===== src/shared/seq_pkg.sv =====
package seq_pkg;

  // Cycle states of the sequencer
  typedef enum logic [3:0] {
    ST_IDLE = 4'h0,
    ST_BR1  = 4'h1,
    ST_RF1  = 4'h2,
    ST_RF2  = 4'h3,
    ST_DP1  = 4'h4,
    ST_DPS1 = 4'h5,
    ST_DPS2 = 4'h6,
    ST_MU1  = 4'h7,
    ST_MUN  = 4'h8,
    ST_LD1  = 4'h9,
    ST_LD2  = 4'hA,
    ST_LD3  = 4'hB,
    ST_LD4  = 4'hC,
    ST_LD5  = 4'hD
  } state_t;

  // Instruction groups
  typedef enum logic [1:0] {
    OP_BRANCH = 2'h0,
    OP_DATA   = 2'h1,
    OP_MUL    = 2'h2,
    OP_LOAD   = 2'h3
  } op_class_t;

  localparam logic [3:0] LINK_REG_IDX = 4'hE;
  localparam logic [31:0] WORD_STEP = 32'h0000_0004;
  localparam logic [31:0] RESET_FETCH_ADDR = 32'h0000_0000;
  localparam int SHIFT_LATCH_BITS = 8;
  localparam int BOOTH_SHIFT = 2;

endpackage


===== src/logic/bus_cycle_sequencer.sv =====
`timescale 1ns/10ps
module bus_cycle_sequencer (
  // Clock and reset
  input wire logic clock_in,
  input wire logic arst_n_in,
  // Instruction issue
  input wire logic start_in,
  input wire logic [1:0] op_class_in,
  input wire logic link_in,
  input wire logic shift_by_reg_in,
  input wire logic dest_pc_in,
  input wire logic compare_in,
  input wire logic psr_transfer_in,
  input wire logic set_flags_in,
  input wire logic multiply_accumulate_op_in,
  input wire logic byte_in,
  input wire logic base_writeback_in,
  input wire logic [3:0] dest_idx_in,
  input wire logic [3:0] base_idx_in,
  output logic ready_out,
  // Datapath operands
  input wire logic [31:0] alu_result_in,
  input wire logic [31:0] shift_reg_in,
  input wire logic [31:0] multiplicand_in,
  input wire logic [31:0] multiplier_in,
  input wire logic [31:0] accumulate_in,
  input wire logic [31:0] read_data_in,
  input wire logic abort_in,
  // Memory bus
  output logic [31:0] address_out,
  output logic byte_word_select_n_out,
  output logic read_write_select_n_out,
  output logic opcode_fetch_n_out,
  output logic memory_request_n_out,
  output logic sequential_cycle_out,
  // Register file and core control
  output logic reg_write_en_out,
  output logic [3:0] reg_write_idx_out,
  output logic [31:0] reg_write_data_out,
  output logic flags_write_out,
  output logic [7:0] shift_latch_out,
  output logic pipeline_flush_out,
  output logic exception_block_out
);

  typedef struct packed {
    seq_pkg::state_t state;
    logic link;
    logic dest_pc;
    logic compare;
    logic set_flags;
    logic byte_sel;
    logic writeback;
    logic mul_last;
    logic aborted;
    logic load_pc;
    logic [3:0] dest_idx;
    logic [3:0] base_idx;
    logic [31:0] ret_addr;
    logic [31:0] load_data;
    logic [31:0] addr;
    logic bw_n;
    logic opc_n;
    logic mreq_n;
    logic seq;
    logic wr_en;
    logic [3:0] wr_idx;
    logic [31:0] wr_data;
    logic flags_wr;
    logic [7:0] shift_latch;
    logic flush;
    logic exc_block;
  } seq_state_t;

  seq_state_t cur;
  seq_state_t nxt;
  seq_pkg::state_t ns;
  seq_pkg::state_t first;
  logic go;
  logic ready;
  logic fp_load;
  logic fp_adv;
  logic [31:0] fp_value;
  logic [31:0] fetch_ptr;
  logic mul_load;
  logic mul_step;
  logic last_now;
  logic last_next;
  logic [31:0] mul_result;

  ////////////////////////////////////////////////////////////////////////////
  // Submodules

  fetch_pointer u_fetch (
    .clock_in(clock_in),
    .arst_n_in(arst_n_in),
    .load_in(fp_load),
    .load_value_in(fp_value),
    .advance_in(fp_adv),
    .pointer_out(fetch_ptr)
  );

  booth_multiplier u_booth (
    .clock_in(clock_in),
    .arst_n_in(arst_n_in),
    .load_in(mul_load),
    .step_in(mul_step),
    .multiplicand_in(multiplicand_in),
    .multiplier_in(multiplier_in),
    .init_in(multiply_accumulate_op_in ? accumulate_in :
      32'h0000_0000),
    .last_now_out(last_now),
    .last_next_out(last_next),
    .step_result_out(mul_result)
  );

  ////////////////////////////////////////////////////////////////////////////
  // Acceptance of a new instruction

  always_comb begin
    unique case (cur.state)
      seq_pkg::ST_IDLE, seq_pkg::ST_RF2, seq_pkg::ST_LD5: ready = 1'b1;
      seq_pkg::ST_DP1, seq_pkg::ST_DPS2: ready = !cur.dest_pc;
      seq_pkg::ST_MUN: ready = cur.mul_last;
      seq_pkg::ST_LD3: ready = !cur.load_pc;
      default: ready = 1'b0;
    endcase
  end

  assign go = start_in && ready;
  assign mul_load = go && (op_class_in == seq_pkg::OP_MUL);

  always_comb begin
    unique case (seq_pkg::op_class_t'(op_class_in))
      seq_pkg::OP_BRANCH: first = seq_pkg::ST_BR1;
      seq_pkg::OP_DATA:
        first = shift_by_reg_in ? seq_pkg::ST_DPS1 : seq_pkg::ST_DP1;
      seq_pkg::OP_MUL: first = seq_pkg::ST_MU1;
      seq_pkg::OP_LOAD: first = seq_pkg::ST_LD1;
    endcase
  end

  ////////////////////////////////////////////////////////////////////////////
  // State sequencing and register writes

  always_comb begin
    nxt = cur;
    ns = cur.state;
    nxt.wr_en = 1'b0;
    nxt.wr_idx = cur.dest_idx;
    nxt.wr_data = alu_result_in;
    nxt.flags_wr = 1'b0;
    nxt.flush = 1'b0;
    mul_step = 1'b0;
    unique case (cur.state)
      seq_pkg::ST_IDLE: ns = seq_pkg::ST_IDLE;
      seq_pkg::ST_BR1: begin
        ns = seq_pkg::ST_RF1;
        nxt.flush = 1'b1;
        nxt.ret_addr = cur.addr;
        nxt.wr_en = cur.link;
        nxt.wr_idx = seq_pkg::LINK_REG_IDX;
        nxt.wr_data = cur.addr;
      end
      seq_pkg::ST_RF1: begin
        ns = seq_pkg::ST_RF2;
        nxt.wr_en = cur.link;
        nxt.wr_idx = seq_pkg::LINK_REG_IDX;
        nxt.wr_data = cur.ret_addr - seq_pkg::WORD_STEP;
      end
      seq_pkg::ST_DP1, seq_pkg::ST_DPS2: begin
        nxt.flags_wr = cur.compare || cur.set_flags;
        nxt.wr_en = !cur.compare && !cur.dest_pc;
        if (cur.dest_pc) begin
          ns = seq_pkg::ST_RF1;
          nxt.flush = 1'b1;
        end
      end
      seq_pkg::ST_DPS1: begin
        ns = seq_pkg::ST_DPS2;
        nxt.shift_latch = shift_reg_in[seq_pkg::SHIFT_LATCH_BITS-1:0];
      end
      seq_pkg::ST_MU1: begin
        ns = seq_pkg::ST_MUN;
        nxt.mul_last = last_now;
      end
      seq_pkg::ST_MUN: begin
        mul_step = 1'b1;
        nxt.mul_last = last_next;
        if (cur.mul_last) begin
          nxt.wr_en = 1'b1;
          nxt.wr_data = mul_result;
        end
      end
      seq_pkg::ST_LD1: ns = seq_pkg::ST_LD2;
      seq_pkg::ST_LD2: begin
        ns = seq_pkg::ST_LD3;
        nxt.load_data = read_data_in;
        nxt.aborted = abort_in;
        nxt.load_pc = cur.dest_pc && !abort_in;
        nxt.wr_en = cur.writeback;
        nxt.wr_idx = cur.base_idx;
      end
      seq_pkg::ST_LD3: begin
        nxt.wr_en = !cur.aborted && !cur.load_pc;
        nxt.wr_data = cur.load_data;
        if (cur.load_pc) begin
          ns = seq_pkg::ST_LD4;
          nxt.flush = 1'b1;
        end
      end
      seq_pkg::ST_LD4: ns = seq_pkg::ST_LD5;
      seq_pkg::ST_LD5: ns = seq_pkg::ST_IDLE;
      default: ns = seq_pkg::ST_IDLE;
    endcase
    if (ready) begin
      ns = go ? first : seq_pkg::ST_IDLE;
    end
    if (go) begin
      nxt.link = link_in && (op_class_in == seq_pkg::OP_BRANCH);
      nxt.compare = compare_in;
      nxt.set_flags = set_flags_in;
      nxt.dest_pc = dest_pc_in && !psr_transfer_in && !compare_in;
      nxt.byte_sel = byte_in;
      nxt.writeback = base_writeback_in;
      nxt.dest_idx = dest_idx_in;
      nxt.base_idx = base_idx_in;
      nxt.mul_last = 1'b0;
      nxt.aborted = 1'b0;
      nxt.load_pc = 1'b0;
    end
    nxt.state = ns;
    // Bus cycle of the next state; request and sequential describe the one
    // after it, so they leave one cycle ahead of their bus cycle
    fp_load = 1'b0;
    fp_adv = 1'b0;
    fp_value = alu_result_in + seq_pkg::WORD_STEP;
    nxt.addr = fetch_ptr;
    nxt.bw_n = 1'b1;
    nxt.opc_n = 1'b1;
    nxt.mreq_n = 1'b1;
    nxt.seq = 1'b0;
    nxt.exc_block = 1'b0;
    unique case (ns)
      seq_pkg::ST_IDLE: nxt.mreq_n = 1'b1;
      seq_pkg::ST_BR1, seq_pkg::ST_LD1: begin
        fp_adv = 1'b1;
        nxt.opc_n = 1'b0;
        nxt.mreq_n = 1'b0;
      end
      seq_pkg::ST_DP1: begin
        fp_adv = 1'b1;
        nxt.opc_n = 1'b0;
        nxt.mreq_n = 1'b0;
        nxt.seq = !nxt.dest_pc;
      end
      seq_pkg::ST_DPS1, seq_pkg::ST_MU1: begin
        fp_adv = 1'b1;
        nxt.opc_n = 1'b0;
        nxt.mreq_n = 1'b1;
      end
      seq_pkg::ST_DPS2: begin
        nxt.mreq_n = 1'b0;
        nxt.seq = !cur.dest_pc;
      end
      seq_pkg::ST_MUN: begin
        nxt.mreq_n = !nxt.mul_last;
        nxt.seq = nxt.mul_last;
      end
      seq_pkg::ST_RF1: begin
        fp_load = 1'b1;
        nxt.addr = alu_result_in;
        nxt.opc_n = 1'b0;
        nxt.mreq_n = 1'b0;
        nxt.seq = 1'b1;
        nxt.exc_block = 1'b1;
      end
      seq_pkg::ST_RF2, seq_pkg::ST_LD5: begin
        fp_adv = 1'b1;
        nxt.opc_n = 1'b0;
        nxt.mreq_n = 1'b0;
        nxt.seq = 1'b1;
        nxt.exc_block = 1'b1;
      end
      seq_pkg::ST_LD2: begin
        nxt.addr = alu_result_in;
        nxt.bw_n = !cur.byte_sel;
        nxt.mreq_n = 1'b1;
      end
      seq_pkg::ST_LD3: begin
        nxt.mreq_n = 1'b0;
        nxt.seq = !nxt.load_pc;
      end
      seq_pkg::ST_LD4: begin
        fp_load = 1'b1;
        fp_value = cur.load_data + seq_pkg::WORD_STEP;
        nxt.addr = cur.load_data;
        nxt.opc_n = 1'b0;
        nxt.mreq_n = 1'b0;
        nxt.seq = 1'b1;
        nxt.exc_block = 1'b1;
      end
      default: nxt.mreq_n = 1'b1;
    endcase
  end

  ////////////////////////////////////////////////////////////////////////////
  // State register; bus outputs settle at the edge before their cycle

  always_ff @(posedge clock_in or negedge arst_n_in) begin
    if (!arst_n_in) begin
      cur <= '0;
      cur.state <= seq_pkg::ST_IDLE;
      cur.addr <= seq_pkg::RESET_FETCH_ADDR;
      cur.bw_n <= 1'b1;
      cur.opc_n <= 1'b1;
      cur.mreq_n <= 1'b1;
    end else begin
      cur <= nxt;
    end
  end

  ////////////////////////////////////////////////////////////////////////////
  // Outputs

  assign ready_out = ready;
  assign address_out = cur.addr;
  assign byte_word_select_n_out = cur.bw_n;
  assign read_write_select_n_out = 1'b0;
  assign opcode_fetch_n_out = cur.opc_n;
  assign memory_request_n_out = cur.mreq_n;
  assign sequential_cycle_out = cur.seq;
  assign reg_write_en_out = cur.wr_en;
  assign reg_write_idx_out = cur.wr_idx;
  assign reg_write_data_out = cur.wr_data;
  assign flags_write_out = cur.flags_wr;
  assign shift_latch_out = cur.shift_latch;
  assign pipeline_flush_out = cur.flush;
  assign exception_block_out = cur.exc_block;

endmodule


===== src/logic/fetch_pointer.sv =====
`timescale 1ns/10ps
module fetch_pointer (
  // Clock and reset
  input wire logic clock_in,
  input wire logic arst_n_in,
  // Control
  input wire logic load_in,
  input wire logic [31:0] load_value_in,
  input wire logic advance_in,
  // Pointer
  output logic [31:0] pointer_out
);

  typedef struct packed {
    logic [31:0] ptr;
  } fp_state_t;

  fp_state_t cur;
  fp_state_t nxt;

  always_comb begin
    nxt = cur;
    if (load_in) begin
      nxt.ptr = load_value_in;
    end else if (advance_in) begin
      nxt.ptr = cur.ptr + seq_pkg::WORD_STEP;
    end
  end

  always_ff @(posedge clock_in or negedge arst_n_in) begin
    if (!arst_n_in) begin
      cur <= '{ptr: seq_pkg::RESET_FETCH_ADDR};
    end else begin
      cur <= nxt;
    end
  end

  assign pointer_out = cur.ptr;

endmodule


===== src/logic/booth_multiplier.sv =====
`timescale 1ns/10ps
module booth_multiplier (
  // Clock and reset
  input wire logic clock_in,
  input wire logic arst_n_in,
  // Control
  input wire logic load_in,
  input wire logic step_in,
  // Operands
  input wire logic [31:0] multiplicand_in,
  input wire logic [31:0] multiplier_in,
  input wire logic [31:0] init_in,
  // Status and result
  output logic last_now_out,
  output logic last_next_out,
  output logic [31:0] step_result_out
);

  typedef struct packed {
    logic [31:0] acc;
    logic [31:0] mcand;
    logic [31:0] mplier;
    logic borrow;
  } booth_state_t;

  booth_state_t cur;
  booth_state_t nxt;
  logic [31:0] sum;

  // Radix-4 digit from two multiplier bits and the pending borrow
  always_comb begin
    unique case ({cur.mplier[1:0], cur.borrow})
      3'h1, 3'h2: sum = cur.acc + cur.mcand;
      3'h3: sum = cur.acc + {cur.mcand[30:0], 1'b0};
      3'h4: sum = cur.acc - {cur.mcand[30:0], 1'b0};
      3'h5, 3'h6: sum = cur.acc - cur.mcand;
      default: sum = cur.acc;
    endcase
  end

  always_comb begin
    nxt = cur;
    if (load_in) begin
      nxt.acc = init_in;
      nxt.mcand = multiplicand_in;
      nxt.mplier = multiplier_in;
      nxt.borrow = 1'b0;
    end else if (step_in) begin
      nxt.acc = sum;
      nxt.mcand = cur.mcand << seq_pkg::BOOTH_SHIFT;
      nxt.mplier = cur.mplier >> seq_pkg::BOOTH_SHIFT;
      nxt.borrow = cur.mplier[1];
    end
  end

  always_ff @(posedge clock_in or negedge arst_n_in) begin
    if (!arst_n_in) begin
      cur <= '0;
    end else begin
      cur <= nxt;
    end
  end

  // This step ends the multiply, or the one after it will
  assign last_now_out = (cur.mplier[31:2] == 30'h0) && !cur.mplier[1];
  assign last_next_out = (cur.mplier[31:4] == 28'h0) && !cur.mplier[3];
  assign step_result_out = sum;

endmodule


===== config.mk =====
export PLATFORM = sky130hd
export DESIGN_NAME = bus_cycle_sequencer
export DESIGN_NICKNAME = d
export VERILOG_FILES = /design/src/shared/seq_pkg.sv /design/src/logic/bus_cycle_sequencer.sv /design/src/logic/fetch_pointer.sv /design/src/logic/booth_multiplier.sv
export SDC_FILE = /design/constraint.sdc
export NUM_CORES = 1
export LEC_CHECK = 0
export BUFFER_PORTS_ARGS = -buffer_cell sky130_fd_sc_hd__buf_4
export CAP_MARGIN = 20
export CORE_UTILIZATION = 45
export CTS_CLUSTER_SIZE = 25
export DETAILED_ROUTE_END_ITERATION = 10
export GPL_TIMING_DRIVEN = 0
export PLACE_DENSITY = 0.7
export REMOVE_ABC_BUFFERS = 1
export SLEW_MARGIN = 20
export SYNTH_ARGS = -nofsm -noshare
export SYNTH_HDL_FRONTEND = slang
export SYNTH_SLANG_ARGS = --single-unit

===== constraint.sdc =====
create_clock -name clock_in -period 8.57 [get_ports clock_in]
set_clock_uncertainty 0.15 [all_clocks]
set_input_delay 1.2855 -clock clock_in [delete_from_list [all_inputs] [get_ports clock_in]]
set_output_delay 1.2855 -clock clock_in [all_outputs]
set_load 0.005 [all_outputs]

==> qor.csv <==
stage,metric,value,unit
timing,slew_headroom,0.226,
outcome,outcome,completed,
clock_network,clock_latency,570,ps
clock_network,cts_tree,yes,
hold_path,min_path_type,flop to flop,
critical_path,reg2reg_slack,2540,ps
final_layout,syn_to_final_growth,17.1,%
yosys,synth_area_leaders,"dfrtp_1, nand2_1, ha_1, nor2_1, xnor2_1",
critical_path,cp.required,8870,ps
clock_network,cts_buffers,36,
die,std_cell_rows,78,
critical_path,arrival,6330,ps
timing,max_freq,166,MHz
yosys,synth_area_per_cell,7.98,um2
clock_network,post-cts-setup-buffers,0,
job,cap_violations,0,
drt,dr.first_iter.drc_count,1799,
timing,setup_tns,0,ps
yosys,synth_top_area_cell,dfrtp_1,
yosys,synthArstFlopShare,1.00,
die,io_pins,301,
final_layout,final_layout_size_suffix_gt1_frac,0.164,
critical_path,worstSetupStartpointType,flop,
clock_network,cts_hold_buf,0,
clock_network,post_cts_resized,0,
clock_network,cts_root_buf,clkbuf_16,
clock_network,path_clk_slew,60,ps
die,start_util,0.456,
die,coreArea,45400,um2
critical_path,path_max_fanout,7,
drt,drt_pre_antenna_iters,8,
global_routing,antenna_found_initial,4,
drt,wl_per_cell,20.8,um
drt,postRouteAntennaNets,0,
global_routing,overflow,0,
global_routing,grt_pass1_wl,108,mm
yosys,synth_top_area_frac,0.356,
global_routing,grt_pass1_vias,19100,
die,die_h,217,um
yosys,netlist_area,20700,um2
drt,vias_per_cell,5.93,
clock_network,h-tree-depth,2,
timing,final_hold_viol_count,0,
timing,hold_slack,271,ps
placed_design,place.gp.congestion,0.910,
global_routing,grt_start_max_net_pins,89,
timing,period_share,0.703,
yosys,synth_edf_count,0,
yosys,synth_flop_cell,dfrtp_1,
global_routing,grtUsageTotal,0.292,
placed_design,port_buffers,275,
die,dieArea,46900,um2
placed_design,dp_hpwl,51.2,mm
clock_network,clk_path_buf_depth,3,
yosys,synth_seq_cells,298,
timing,timing.final.crit_period,6030,ps
yosys,synth_warnings,0,
die,fp.dieW,217,um
critical_path,critPathKind,flop to flop,
yosys,synth-seq-area-share,0.360,
final_layout,final_common_cell,nand2_1,
timing,rsz0062_at_grt,no,
final_layout,layout_common_cells,"nand2_1, dfrtp_1, buf_4, nor2_1, a21oi_1",
final_layout,nets,2985,
timing,final_max_slew_viol_count,0,
drt,dr_total_vias,19700,
yosys,synth_cells,2595,
clock_network,cts_sinks,298,
timing,setup_viol_count_final,0,
critical_path,cp-end-kind,flop,
drt,wl,69.2,mm
drt,route.detailed.drc,0,
yosys,ys_types,95,
timing,tightest_slew,1150,ps
[registers in the layout (all words and copies together), names as in the netlist]
register                flops
exception_block_out         1
u_fetch.pointer_out        32
sequential_cycle_out        1
u_booth.cur                97
reg_write_en_out            1
memory_request_n_out        1
reg_write_idx_out           4
address_out                32
byte_word_select_n_out      1
reg_write_data_out         32
opcode_fetch_n_out          1
shift_latch_out             8
cur                        85
pipeline_flush_out          1
flags_write_out             1
[synth_stat cells (8+ instances only)]
cell type / instances
a211oi_1: 9
a21o_1: 32
a21oi_1: 140
a221oi_1: 38
a222oi_1: 21
a22oi_1: 31
a31oi_1: 80
and2_1: 12
and3_1: 21
buf_1: 8
buf_4: 87
clkbuf_1: 141
dfrtp_1: 295
ha_1: 71
inv_1: 42
mux2_2: 13
mux2i_1: 25
nand2_1: 615
nand2b_1: 16
nand3_1: 75
nand3b_1: 13
nand4_1: 10
nor2_1: 210
nor2b_1: 15
nor3_1: 46
nor4_1: 24
o2111ai_1: 12
o211ai_1: 20
o21a_1: 17
o21ai_0: 109
o21ai_1: 12
o22ai_1: 11
o31ai_1: 10
or3_1: 11
or4_1: 9
xnor2_1: 86
xor2_1: 76
[cell type report]
cell class              instances  area (um2)
fillers                      4247       21100
multi-input cells            2007       12000
flip-flops and latches        298        7460
repair buffers                308        2700
clock buffers                  52        1070
well taps                     600         751
inverters                      46         175
clock inverters                12         111
diodes                          3        7.51
[routing by layer]
layer / up-vias / part of all wire / track usage
met5: - / 0 / 0
met4: 0 / 0.042 / 0.127
met3: 141 / 0.063 / 0.0442
met2: 777 / 0.46 / 0.468
met1: 9552 / 0.43 / 0.390
li1: 9261 / - / -
[path summary, 6_finish.rpt]
kind / end / start / cells after the start
min reg2reg: byte_word_select_n_out / cur[160] / 1
min: byte_word_select_n_out / cur[160] / 1
max in group asynchronous: memory_request_n_out / arst_n_in / 3
min in group asynchronous: u_booth.cur[61] / arst_n_in / 1
max: reg_write_data_out[31] / u_booth.cur[33] / 21
max reg2reg: reg_write_data_out[31] / u_booth.cur[33] / 21
[logic make-up after synthesis]
logic type / synth area share
mux: 0.0199
fa+ha+maj: 0.0448
compound gates: 0.194
other cells: 0.000181
buf+inv: 0.0695
xor+xnor: 0.0685
flops: 0.360
simple gates: 0.242
[worst max-delay path, stage by stage (launching register included)]
cell      delay (ps)
dfrtp_1          460
inv_1            110
ha_1             230
nand2_1          110
nor3_1           280
nand2_1          160
nor3_1           560
nand2_1          150
o21ai_0          240
xor2_1           210
ha_1             330
a21oi_1          290
o21a_1           160
o21ai_0          220
a311oi_1         330
nor2_1           100
o41ai_1          710
a31oi_1          190
xnor2_1          340
nand2_1          130
and3_1           200
a221oi_1         260
[through the flow]
| stage | instance area (um2) | std cells | setup slack, ps | utilization |
|---|---|---|---|---|
| final | 24300 | 3326 | 2540 | 0.535 |
| after global routing | 24300 | 3326 | 2040 | 0.535 |
| after floorplan | 19400 | 2351 | 1560 | - |
| after detailed placement | 23100 | 3259 | 2490 | 0.508 |
| after global placement | 22300 | 3226 | -5060 | 0.491 |
| after CTS | 24300 | 3323 | 2610 | 0.534 |
Power is left out: the tool's default activity adds up to more than one toggle a clock period on the data nets, which glitch-free logic cannot reach.
